### src/shared/eamc_pkg.sv
/*
 * Constants of the energy accumulation mode configuration block:
 * register indices, field positions, reset values and gain codes.
 * Assumes a 32-bit APB in which register index n sits at byte address 4*n.
 */
package eamc_pkg;
    // ==========================================================
    // Register indices and byte addresses
    localparam logic [7:0] IDX_ACCUM_MODE = 8'h0F;
    localparam logic [7:0] IDX_CHANNEL_GAIN = 8'h1B;
    localparam logic [7:0] IDX_ZERO_CROSS_MODE = 8'h2B;
    localparam logic [7:0] IDX_IRQ_STATUS = 8'h30;
    localparam logic [7:0] IDX_IRQ_CLEAR = 8'h31;
    localparam logic [7:0] IDX_IRQ_ENABLE = 8'h32;
    localparam int ADDR_W = 10;
    localparam int IDX_LSB = 2;
    // ==========================================================
    // Accumulation mode fields
    localparam int AM_TAMPER_SEL = 7;
    localparam int AM_FAULT_SEL = 6;
    localparam int AM_REACT_SIGN_SEL = 5;
    localparam int AM_ACT_SIGN_SEL = 4;
    localparam int AM_REACT_MAG = 3;
    localparam int AM_REACT_SADJ = 2;
    localparam int AM_ACT_POS_ONLY = 1;
    localparam int AM_ACT_MAG = 0;
    localparam logic [6:0] AM_WR_MASK = 7'h7F;
    // ==========================================================
    // Gain fields
    localparam int GN_VOLT_MSB = 7;
    localparam int GN_VOLT_LSB = 5;
    localparam int GN_SIGN_POINT = 3;
    localparam int GN_CURR_MSB = 2;
    localparam int GN_CURR_LSB = 0;
    localparam logic [7:0] GN_WR_MASK = 8'hEF;
    localparam logic [2:0] GAIN_CODE_MAX = 3'h4;
    localparam logic [4:0] GAIN_UNITY = 5'h01;
    // ==========================================================
    // Zero-cross output mode fields
    localparam int ZX_OUT_A = 1;
    localparam int ZX_OUT_B = 0;
    localparam logic [7:0] ZX_WR_MASK = 8'h03;
    // ==========================================================
    // Interrupt status layout
    localparam int IRQ_ACT_SIGN = 3;
    localparam int IRQ_REACT_SIGN = 4;
    localparam int IRQ_FAULT = 5;
    localparam logic [7:0] IRQ_MASK = 8'h38;
    // ==========================================================
    // Reset values
    localparam logic [7:0] REG_RESET = 8'h00;
endpackage

### src/rtl/eamc_top.sv
/*
 * Energy accumulation mode configuration: APB register bank, power
 * contribution shaping, sign and fault event detection, gain decode,
 * zero-cross pin routing and a masked level interrupt.
 * Assumes power samples, pulse strobes, fault and zero-cross levels come
 * from metering logic on the same clock, so none are synchronised.
 */
// Local design decision: the APB slave port.
// Overview of operation
// - Accum mode bit 7 reads which current input feeds energy under tamper.
// - Bit 6 picks fault event: 0 on fault entry, 1 on return to normal.
// - Bit 5 picks reactive sign event: 0 positive-to-negative, 1 negative-to-positive.
// - Bit 4 picks active sign event: 0 positive-to-negative, 1 negative-to-positive.
// - Bit 3 set accumulates reactive power magnitude, sign ignored.
// - Bit 2 set inverts reactive power while active power is negative.
// - Sign adjustment applies to all reactive energy registers and pulse output.
// - Bit 1 set accumulates only positive active power, negatives dropped.
// - Bit 0 set accumulates active power magnitude, sign ignored.
// - Gain bits 7:5 set voltage gain; codes 0..4 give 1,2,4,8,16.
// - Gain bits 2:0 set current gain; codes 0..4 give 1,2,4,8,16.
// - Gain bit 3 picks sign detection on filtered power or per pulse.
// - Mode bit 1 routes zero-crossing indication to pin P1.2.
// - Mode bit 0 routes zero-crossing indication to pin P0.5.
// - Active sign flag, status bit 3, sets on the chosen active transition.
// - Fault flag, status bit 5, sets on the chosen fault transition.
`timescale 1ns/1ps
module eamc_top #(
    parameter int PW = 24
) (
    input wire logic I_CLOCK,
    input wire logic I_SYS_RST,
    input wire logic I_CLOCK_EN,
    input wire logic I_PSEL,
    input wire logic I_PENABLE,
    input wire logic I_PWRITE,
    input wire logic [eamc_pkg::ADDR_W-1:0] I_PADDR,
    input wire logic [31:0] I_PWDATA,
    output logic [31:0] O_PRDATA,
    output logic O_PREADY,
    output logic O_PSLVERR,
    input wire logic I_POWER_VALID,
    input wire logic signed [PW-1:0] I_ACTIVE_POWER,
    input wire logic signed [PW-1:0] I_REACTIVE_POWER,
    input wire logic I_ACTIVE_PULSE,
    input wire logic I_REACTIVE_PULSE,
    input wire logic I_FAULT_MODE,
    input wire logic I_TAMPER_INPUT_B,
    input wire logic I_ZERO_CROSS,
    output logic signed [PW:0] O_ACTIVE_CONTRIB,
    output logic signed [PW:0] O_REACTIVE_CONTRIB,
    output logic O_CONTRIB_VALID,
    output logic [4:0] O_VOLTAGE_GAIN,
    output logic [4:0] O_CURRENT_GAIN,
    output logic O_SIGN_DETECT_POINT,
    output logic O_ZX_P1_2,
    output logic O_ZX_P0_5,
    output logic O_IRQ
);
    // ==========================================================
    // Declarations
    logic [6:0] accum_mode_r;
    logic tamper_sel_r;
    logic [7:0] gain_r;
    logic [7:0] zx_mode_r;
    logic [7:0] irq_status_r;
    logic [7:0] irq_enable_r;
    logic [7:0] irq_set;
    logic [7:0] irq_clr;
    logic [7:0] rd_nxt;
    logic rd_hit;
    logic [7:0] idx;
    logic acc_done;
    logic wr_en;
    logic act_neg_r;
    logic react_neg_r;
    logic fault_prev_r;
    logic act_sample;
    logic react_sample;
    logic act_neg_now;
    logic react_neg_now;
    logic act_event;
    logic react_event;
    logic fault_event;
    logic signed [PW:0] act_ext;
    logic signed [PW:0] react_ext;
    logic signed [PW:0] act_nxt;
    logic signed [PW:0] react_nxt;

    function automatic logic [4:0] gain_decode(input logic [2:0] code);
        logic [4:0] g;
        g = eamc_pkg::GAIN_UNITY;
        if (code <= eamc_pkg::GAIN_CODE_MAX)
        begin
            g = eamc_pkg::GAIN_UNITY << code;
        end
        return g;
    endfunction

    // ==========================================================
    // APB slave
    // One wait state so read data can leave a flip-flop
    assign idx = 8'(I_PADDR >> eamc_pkg::IDX_LSB);
    assign acc_done = I_PSEL && I_PENABLE && O_PREADY;
    assign wr_en = acc_done && I_PWRITE && I_CLOCK_EN;

    always_comb
    begin
        rd_nxt = eamc_pkg::REG_RESET;
        rd_hit = 1'b1;
        unique case (idx)
            eamc_pkg::IDX_ACCUM_MODE: rd_nxt = {tamper_sel_r, accum_mode_r};
            eamc_pkg::IDX_CHANNEL_GAIN: rd_nxt = gain_r;
            eamc_pkg::IDX_ZERO_CROSS_MODE: rd_nxt = zx_mode_r;
            eamc_pkg::IDX_IRQ_STATUS: rd_nxt = irq_status_r;
            eamc_pkg::IDX_IRQ_CLEAR: rd_nxt = eamc_pkg::REG_RESET;
            eamc_pkg::IDX_IRQ_ENABLE: rd_nxt = irq_enable_r;
            default: rd_hit = 1'b0;
        endcase
    end

    always_ff @(posedge I_CLOCK)
    begin
        if (I_SYS_RST)
        begin
            O_PREADY <= 1'b0;
            O_PRDATA <= '0;
            O_PSLVERR <= 1'b0;
        end
        else if (I_CLOCK_EN)
        begin
            O_PREADY <= I_PSEL && I_PENABLE && !O_PREADY;
            O_PSLVERR <= I_PSEL && I_PENABLE && !O_PREADY && !rd_hit;
            O_PRDATA <= (I_PSEL && I_PENABLE && !O_PREADY && !I_PWRITE) ?
                        {24'h000000, rd_nxt} : 32'h00000000;
        end
    end

    // ==========================================================
    // Configuration registers
    always_ff @(posedge I_CLOCK)
    begin
        if (I_SYS_RST)
        begin
            accum_mode_r <= eamc_pkg::REG_RESET[6:0];
            gain_r <= eamc_pkg::REG_RESET;
            zx_mode_r <= eamc_pkg::REG_RESET;
            irq_enable_r <= eamc_pkg::REG_RESET;
        end
        else if (wr_en)
        begin
            unique case (idx)
                eamc_pkg::IDX_ACCUM_MODE:
                    accum_mode_r <= I_PWDATA[6:0] & eamc_pkg::AM_WR_MASK;
                eamc_pkg::IDX_CHANNEL_GAIN:
                    gain_r <= I_PWDATA[7:0] & eamc_pkg::GN_WR_MASK;
                eamc_pkg::IDX_ZERO_CROSS_MODE:
                    zx_mode_r <= I_PWDATA[7:0] & eamc_pkg::ZX_WR_MASK;
                eamc_pkg::IDX_IRQ_ENABLE:
                    irq_enable_r <= I_PWDATA[7:0] & eamc_pkg::IRQ_MASK;
                default:
                begin
                end
            endcase
        end
    end

    // Read-only tamper channel indication
    always_ff @(posedge I_CLOCK)
    begin
        if (I_SYS_RST)
        begin
            tamper_sel_r <= 1'b0;
        end
        else if (I_CLOCK_EN)
        begin
            tamper_sel_r <= I_TAMPER_INPUT_B;
        end
    end

    // ==========================================================
    // Gain decode and zero-cross routing
    always_ff @(posedge I_CLOCK)
    begin
        if (I_SYS_RST)
        begin
            O_VOLTAGE_GAIN <= eamc_pkg::GAIN_UNITY;
            O_CURRENT_GAIN <= eamc_pkg::GAIN_UNITY;
            O_SIGN_DETECT_POINT <= 1'b0;
            O_ZX_P1_2 <= 1'b0;
            O_ZX_P0_5 <= 1'b0;
        end
        else if (I_CLOCK_EN)
        begin
            // Undefined codes fall back to unity
            O_VOLTAGE_GAIN <= gain_decode(
                gain_r[eamc_pkg::GN_VOLT_MSB:eamc_pkg::GN_VOLT_LSB]);
            O_CURRENT_GAIN <= gain_decode(
                gain_r[eamc_pkg::GN_CURR_MSB:eamc_pkg::GN_CURR_LSB]);
            O_SIGN_DETECT_POINT <= gain_r[eamc_pkg::GN_SIGN_POINT];
            O_ZX_P1_2 <= zx_mode_r[eamc_pkg::ZX_OUT_A] && I_ZERO_CROSS;
            O_ZX_P0_5 <= zx_mode_r[eamc_pkg::ZX_OUT_B] && I_ZERO_CROSS;
        end
    end

    // ==========================================================
    // Contribution shaping
    // One extra bit so the magnitude of the most negative sample fits
    assign act_ext = {I_ACTIVE_POWER[PW-1], I_ACTIVE_POWER};
    assign react_ext = {I_REACTIVE_POWER[PW-1], I_REACTIVE_POWER};

    always_comb
    begin
        act_nxt = act_ext;
        if (accum_mode_r[eamc_pkg::AM_ACT_MAG] && act_ext < 0)
        begin
            act_nxt = -act_ext;
        end
        else if (accum_mode_r[eamc_pkg::AM_ACT_POS_ONLY] && act_ext < 0)
        begin
            act_nxt = '0;
        end
        react_nxt = react_ext;
        // Magnitude mode overrides sign adjustment when both are set
        if (accum_mode_r[eamc_pkg::AM_REACT_MAG] && react_ext < 0)
        begin
            react_nxt = -react_ext;
        end
        else if (!accum_mode_r[eamc_pkg::AM_REACT_MAG] &&
                 accum_mode_r[eamc_pkg::AM_REACT_SADJ] && act_ext < 0)
        begin
            react_nxt = -react_ext;
        end
    end

    // Single shaped value feeds every reactive register and pulse path
    always_ff @(posedge I_CLOCK)
    begin
        if (I_SYS_RST)
        begin
            O_ACTIVE_CONTRIB <= '0;
            O_REACTIVE_CONTRIB <= '0;
            O_CONTRIB_VALID <= 1'b0;
        end
        else if (I_CLOCK_EN)
        begin
            O_CONTRIB_VALID <= I_POWER_VALID;
            if (I_POWER_VALID)
            begin
                O_ACTIVE_CONTRIB <= act_nxt;
                O_REACTIVE_CONTRIB <= react_nxt;
            end
        end
    end

    // ==========================================================
    // Sign and fault event detection
    assign act_sample = gain_r[eamc_pkg::GN_SIGN_POINT] ? I_ACTIVE_PULSE
                                                        : I_POWER_VALID;
    assign react_sample = gain_r[eamc_pkg::GN_SIGN_POINT] ? I_REACTIVE_PULSE
                                                          : I_POWER_VALID;
    assign act_neg_now = I_ACTIVE_POWER[PW-1];
    assign react_neg_now = I_REACTIVE_POWER[PW-1];
    assign act_event = act_sample && (act_neg_now != act_neg_r) &&
        (act_neg_now != accum_mode_r[eamc_pkg::AM_ACT_SIGN_SEL]);
    assign react_event = react_sample && (react_neg_now != react_neg_r) &&
        (react_neg_now != accum_mode_r[eamc_pkg::AM_REACT_SIGN_SEL]);
    assign fault_event = (I_FAULT_MODE != fault_prev_r) &&
        (I_FAULT_MODE != accum_mode_r[eamc_pkg::AM_FAULT_SEL]);

    always_ff @(posedge I_CLOCK)
    begin
        if (I_SYS_RST)
        begin
            act_neg_r <= 1'b0;
            react_neg_r <= 1'b0;
            fault_prev_r <= 1'b0;
        end
        else if (I_CLOCK_EN)
        begin
            fault_prev_r <= I_FAULT_MODE;
            if (act_sample)
            begin
                act_neg_r <= act_neg_now;
            end
            if (react_sample)
            begin
                react_neg_r <= react_neg_now;
            end
        end
    end

    // ==========================================================
    // Interrupt status, clear and output
    // A set in the clearing cycle wins so no event is lost
    always_comb
    begin
        irq_set = '0;
        irq_set[eamc_pkg::IRQ_ACT_SIGN] = act_event;
        irq_set[eamc_pkg::IRQ_REACT_SIGN] = react_event;
        irq_set[eamc_pkg::IRQ_FAULT] = fault_event;
        irq_clr = '0;
        if (wr_en && idx == eamc_pkg::IDX_IRQ_CLEAR)
        begin
            irq_clr = I_PWDATA[7:0] & eamc_pkg::IRQ_MASK;
        end
    end

    always_ff @(posedge I_CLOCK)
    begin
        if (I_SYS_RST)
        begin
            irq_status_r <= eamc_pkg::REG_RESET;
            O_IRQ <= 1'b0;
        end
        else if (I_CLOCK_EN)
        begin
            irq_status_r <= (irq_status_r & ~irq_clr) | irq_set;
            O_IRQ <= |(irq_status_r & irq_enable_r);
        end
    end
endmodule // eamc_top

### config.mk
export PLATFORM = sky130hd
export DESIGN_NAME = eamc_top
export DESIGN_NICKNAME = d
export VERILOG_FILES = /design/src/shared/eamc_pkg.sv /design/src/rtl/eamc_top.sv
export SDC_FILE = /design/constraint.sdc
export NUM_CORES = 1
export LEC_CHECK = 0
export ABC_AREA = 0
export BUFFER_PORTS_ARGS = -buffer_cell sky130_fd_sc_hd__buf_2
export CORE_ASPECT_RATIO = 2
export CORE_UTILIZATION = 40
export CTS_CLUSTER_SIZE = 12
export DETAILED_ROUTE_END_ITERATION = 16
export GPL_TIMING_DRIVEN = 0
export MAX_ROUTING_LAYER = met4
export PLACE_DENSITY = 0.72
export SLEW_MARGIN = 20
export SYNTH_ARGS = -nofsm -noshare
export SYNTH_HDL_FRONTEND = slang
export SYNTH_SLANG_ARGS = --single-unit
### constraint.sdc
create_clock -name I_CLOCK -period 5.4 [get_ports I_CLOCK]
set_clock_uncertainty 0.2 [all_clocks]
set_input_delay 0.27 -clock I_CLOCK [delete_from_list [all_inputs] [get_ports I_CLOCK]]
set_output_delay 0.27 -clock I_CLOCK [all_outputs]
set_load 0.02 [all_outputs]
* Word-level counts from Yosys, hierarchy flattened
Cells that the tools add are included.
Operators by class: add/sub/neg operators 2, order comparisons 4, equal/unequal tests 12, shifts and indexed selects 2, multiplexer cells 12, bitwise gates (word level) 4, reductions and logical operators 33
Operators with widths (count):
- 2-to-1 mux 25 bit | 4
- negation 24 -> 25 bit | 2
- < comparator 24 x 1 -> 1 bit, second input constant | 2
- one-hot mux 8 bit (5 select lines) | 1
- equality test 8 x 6 -> 1 bit, second input constant | 4
- logical AND 1 bit | 20
- AND reduction 2 bit | 7
- 2-to-1 mux 5 bit | 2
- << shifter 1 x 3 -> 5 bit, first input constant | 2
- AND 8 x 6 -> 8 bit | 1
- AND 8 bit | 1
- equality test 8 x 4 -> 1 bit, second input constant | 1
- equality test 8 x 5 -> 1 bit, second input constant | 1
- 2-to-1 mux 8 bit | 1
- NOT 8 bit | 1
- OR 8 x 6 -> 8 bit | 1
- OR reduction 8 bit | 1
- <= comparator 3 bit, second input constant | 2
- 2-to-1 mux 6 bit | 1
- inequality test 1 bit | 6
- OR reduction 6 bit | 1
- zero test 1 bit | 4
- 2-to-1 mux 1 bit | 3
Storage, ports and cells: register bits 130, bits of input ports 102, output and inout bits 99

* Longest topological paths before layout
depth in word-level cells 9, depth in mapped cells 8

* Worst setup path after synthesis
No wires, ideal clock.
path kind input to register, start point input port I_REACTIVE_POWER[11], end point register O_REACTIVE_CONTRIB[19], library setup time 0.086 ns, arrival 1.833 ns, slack 3.282 ns, stages 5, path through or4_1 -> nor4_4 -> a41oi_1 -> xnor2_1 -> a211oi_1
Between the ends: word-level cells in the longest chain between the ends 3, elaborated cells on any way between the ends 5, those cells by class 1 x add/sub; 1 x order compare; 2 x mux; 1 x reduce/logical
Ends and longest elaborated chain:
- start, declared | line eamc_top.sv:43 | input wire logic signed [PW-1:0] I_REACTIVE_POWER,
- negation 24 -> 25 bit or < comparator 24 x 1 -> 1 bit (tied branches) | line eamc_top.sv:226, eamc_top.sv:231, eamc_top.sv:224
- 2-to-1 mux 25 bit or logical AND 1 bit (tied branches) | line eamc_top.sv:228, eamc_top.sv:224
- 2-to-1 mux 25 bit * | line eamc_top.sv:224 | if (accum_mode_r[eamc_pkg::AM_REACT_MAG] && react_ext < 0)
- end signal, assigned | line eamc_top.sv:250 | O_REACTIVE_CONTRIB <= react_nxt;
- end, declared | line eamc_top.sv:50 | output logic signed [PW:0] O_REACTIVE_CONTRIB,
Mark *: on every way between the ends. The rest lies on a longest branch, timed or not. A chain may end at the register's enable or synchronous reset.

* Worst setup path after layout
start point input port I_REACTIVE_POWER[0], end point register O_REACTIVE_CONTRIB[22]
Same word-level chain as after synthesis.

==> impl_metrics.yaml <==
detailed_routing:
  routed_wire_length_per_instance_um: 16.35
  ant_nets: 0
  via_per_inst: 5.393
  detail_route.wirelength_um: 16060
  drc_violations_left: 0
  drt_pre_antenna_iters: 5
  vias: 5296
  count_of_routing_violations_after_the_opening_detailed_route_iteration: 195
global_route:
  grtUsageMet1: 0.2325
  grt_antenna_before_repair: 0
  grt_start_max_net_pins: 18
  via_count_of_the_first_global_routing_pass: 5063
  busiest_layer: "met2"
  grt_pass1_wl_um: 25160
  grt.met2_usage: 0.4616
  grt_use_total: 0.2413
  grt.met3_usage: 0.03148
  overflow: 0
finish:
  design.final.nets: 933
  final_core_utilization: 0.5143
  diodes_inserted: 0
  sequential_area_sq_um: 2022
  area_delta_synth_final_pct: 25.97
  final.fill_count: 1308
  layout-drive-gt1-share: 0.2518
  area_of_combinational_cells_with_multiple_inputs_sq_um: 2969
worst_setup_path:
  cpMaxStageDelayCell: "sky130_fd_sc_hd__dlygate4sd3_1"
  critical_path_class: "in2reg"
  worst-path-max-fanout: 6
  timing.critical_path.cells: "dlygate4sd3_1 -> buf_2 -> inv_1 -> ha_1 -> and2_1 -> clkbuf_1 -> a41oi_1 -> xnor2_1 -> a211oi_1"
  timing.reg2reg.setup_slack_ps: 3260
  timing.critical_path.arrival_ps: 2200
  worst_setup_sp_type: "input pin"
  crit_required_ps: 5460
  worstSetupEndpointType: "register"
  cpPeakStageDelay_ps: 530
timing:
  worst_margin_slew_ps: 795.1
  grt_setup_unrepaired: "no"
  final_hold_viol_count: 0
  period_utilisation_layout: 0.3979
  maxSlewHeadroom: 0.4625
  min_period_ps: 2149
  setup_viol_count_final: 0
  max_freq_mhz: 465.4
  tns_ps: 0
  slew_viol_final: 0
logic_synthesis:
  synth.cell_area_sq_um: 5304
  synth_edf_count: 0
  synthFlopType: "sky130_fd_sc_hd__dfxtp_1"
  synthArstFlopShare: 0
  syn_avg_cell_area_sq_um: 8.313
  synthesis.instances: 638
  ys.warnings.count: 0
  synth_seq_area_share: 0.3812
  yosys.cell_types.count: 67
  synth.ff_latch_count: 101
power_and_ir_drop:
  worst_supply_voltage_drop_on_vdd_v: 0.0001829
  p_leak_nw: 2.823
  power-per-cell-area_nw_per_um2: 256.5
floorplanning:
  die_area_sq_um: 13750
  core.rowCount: 59
  die-height_um: 164.8
  die_width_um: 83.43
  ioPinCount: 201
  floorplan.initialDensity: 0.4082
  placeableCoreArea_sq_um: 12990
clock_network:
  cts-buffers-inserted: 9
  clock_latency_at_the_later_pin_of_the_worst_skew_pair_ps: 340
  cts-root-buf: "sky130_fd_sc_hd__clkbuf_16"
  clock-sinks: 101
  ctsHtreeMaxLevel: 3
  clkTransAtPathRegs_ps: 70
  tritoncts_clock_tree: "done"
  postCtsSetupBuffers: 0
  clk_path_buf_depth: 2
worst_hold_path:
  class_of_the_tightest_hold_or_removal_check: "in2reg"
status:
  outcome: "completed"
placed_design:
  detailed_place_hpwl_um: 12570
  globalplace.congestion: 0.9066
  placement.io_buffers: 146
run:
  maxCapViolCount: 0
-- per-layer routing --
metal  wire length (um)  part of all wire
met5                  0                 0
met3                678             0.042
met1               5875              0.37
met2               8908              0.55
met4                597             0.037
-- registers in the layout (all words and copies together), names as in the netlist, 2 cells and up --
name,count
O_REACTIVE_CONTRIB,25
gain_r,7
accum_mode_r,7
O_ACTIVE_CONTRIB,25
irq_enable_r,3
zx_mode_r,2
O_PRDATA,8
irq_status_r,3
O_VOLTAGE_GAIN,5
O_CURRENT_GAIN,5
-- repair_timing --
| item | 4_1_cts | 5_1_grt |
|---|---|---|
| endpoints found under the hold margin | 8 | 0 |
| hold buffers | 7 | 0 |
| gates resized for setup | 0 | 0 |
-- power by group --
part	total [mW]	switching, mW	internal (mW)	leakage (nW)
Clock	0.664	0.299	0.365	0.145
Sequential	0.788	0.0151	0.773	0.825
Combinational	0.261	0.165	0.0960	1.85
Total	1.71	0.480	1.23	2.82
-- Yosys cell counts, drive strengths merged, types with 15 or more instances --
| cell type | n | area, sq um |
|---|---|---|
| a211oi | 32 | 255.3 |
| a21oi | 19 | 95.09 |
| buf | 30 | 214.0 |
| clkbuf | 36 | 136.4 |
| dfxtp | 101 | 2022 |
| mux2i | 27 | 270.3 |
| nand2 | 45 | 168.9 |
| nand3 | 16 | 80.08 |
| nor2 | 107 | 404.1 |
| nor3 | 33 | 186.4 |
| xnor2 | 15 | 131.4 |
-- layout make-up --
class	count	area share
Buffer	66	0.05243
Clock buffer	10	0.03427
Clock inverter	6	0.01067
Inverter	13	0.007303
Multi-Input combinational cell	481	0.4444
Sequential cell	101	0.3026
Tap cell	152	0.02846
Timing Repair Buffer	153	0.1199
-- stage by stage --
step | cells | hold WS [ps] | instance area [sq um] | setup slack (ps) | power, mW
floorplan | 661 | 176.2 | 5390 | 3282 | 0.9561
global placement | 959 | 248.9 | 6311 | 2946 | 1.059
detailed placement | 959 | 251.4 | 6311 | 2920 | 1.062
CTS | 982 | 2.134 | 6681 | 3271 | 1.726
global route | 982 | 15.46 | 6681 | 3061 | 1.779
finish | 982 | 9.876 | 6681 | 3251 | 1.714
-- path summary, 6_finish.rpt --
kind | from | depth (start not counted) | to
max reg2reg | accum_mode_r[3]$_SDFFE_PP0P_ | 6 | O_REACTIVE_CONTRIB[6]$_SDFFE_PP0P_
min | I_PWDATA[1] | 3 | accum_mode_r[1]$_SDFFE_PP0P_
max | I_REACTIVE_POWER[0] | 9 | O_REACTIVE_CONTRIB[22]$_SDFFE_PP0P_
min reg2reg | O_ZX_P0_5$_SDFFE_PP0P_ | 2 | O_ZX_P0_5$_SDFFE_PP0P_
-- cell families after synthesis --
kind of cell    Yosys count  synth area share
flops                   101            0.3812
xor+xnor                 21           0.03468
simple gates            262            0.2439
mux                      33           0.06369
buf+inv                  79           0.07525
fa+ha+maj                 6           0.01415
other cells               1         0.0007070
compound gates          135            0.1864
-- placed cells by master, fill, tap and decap left out, drive strengths merged, types with 4 or more instances in the layout --
cell and instances:
buf 176, nor2 107, dfxtp 101, clkbuf 46, nand2 45, nor3 33
a211oi 32, mux2i 27, conb 24, a21oi 19, nand3 16, xnor2 15
inv 15, o21ai 14, nor4 14, a31oi 11, a22o 11, or4 9
nand2b 8, dlygate4sd3 7, and2 6, a311oi 6, o211ai 6, xor2 6
ha 6, mux2 6, a22oi 5, o31ai 4, o41ai 4, nor3b 4
-- worst max-delay path: cells and delay by family --
kind / cells / cell delay (ps)
AO/OA/AOI/OAI: 2 / 430
buffers and inverters: 4 / 980
adder cells (fa/ha/maj): 1 / 200
AND/OR/NAND/NOR: 1 / 140
XOR/XNOR: 1 / 170
Note: power is estimated with default switching activity, not from simulation.
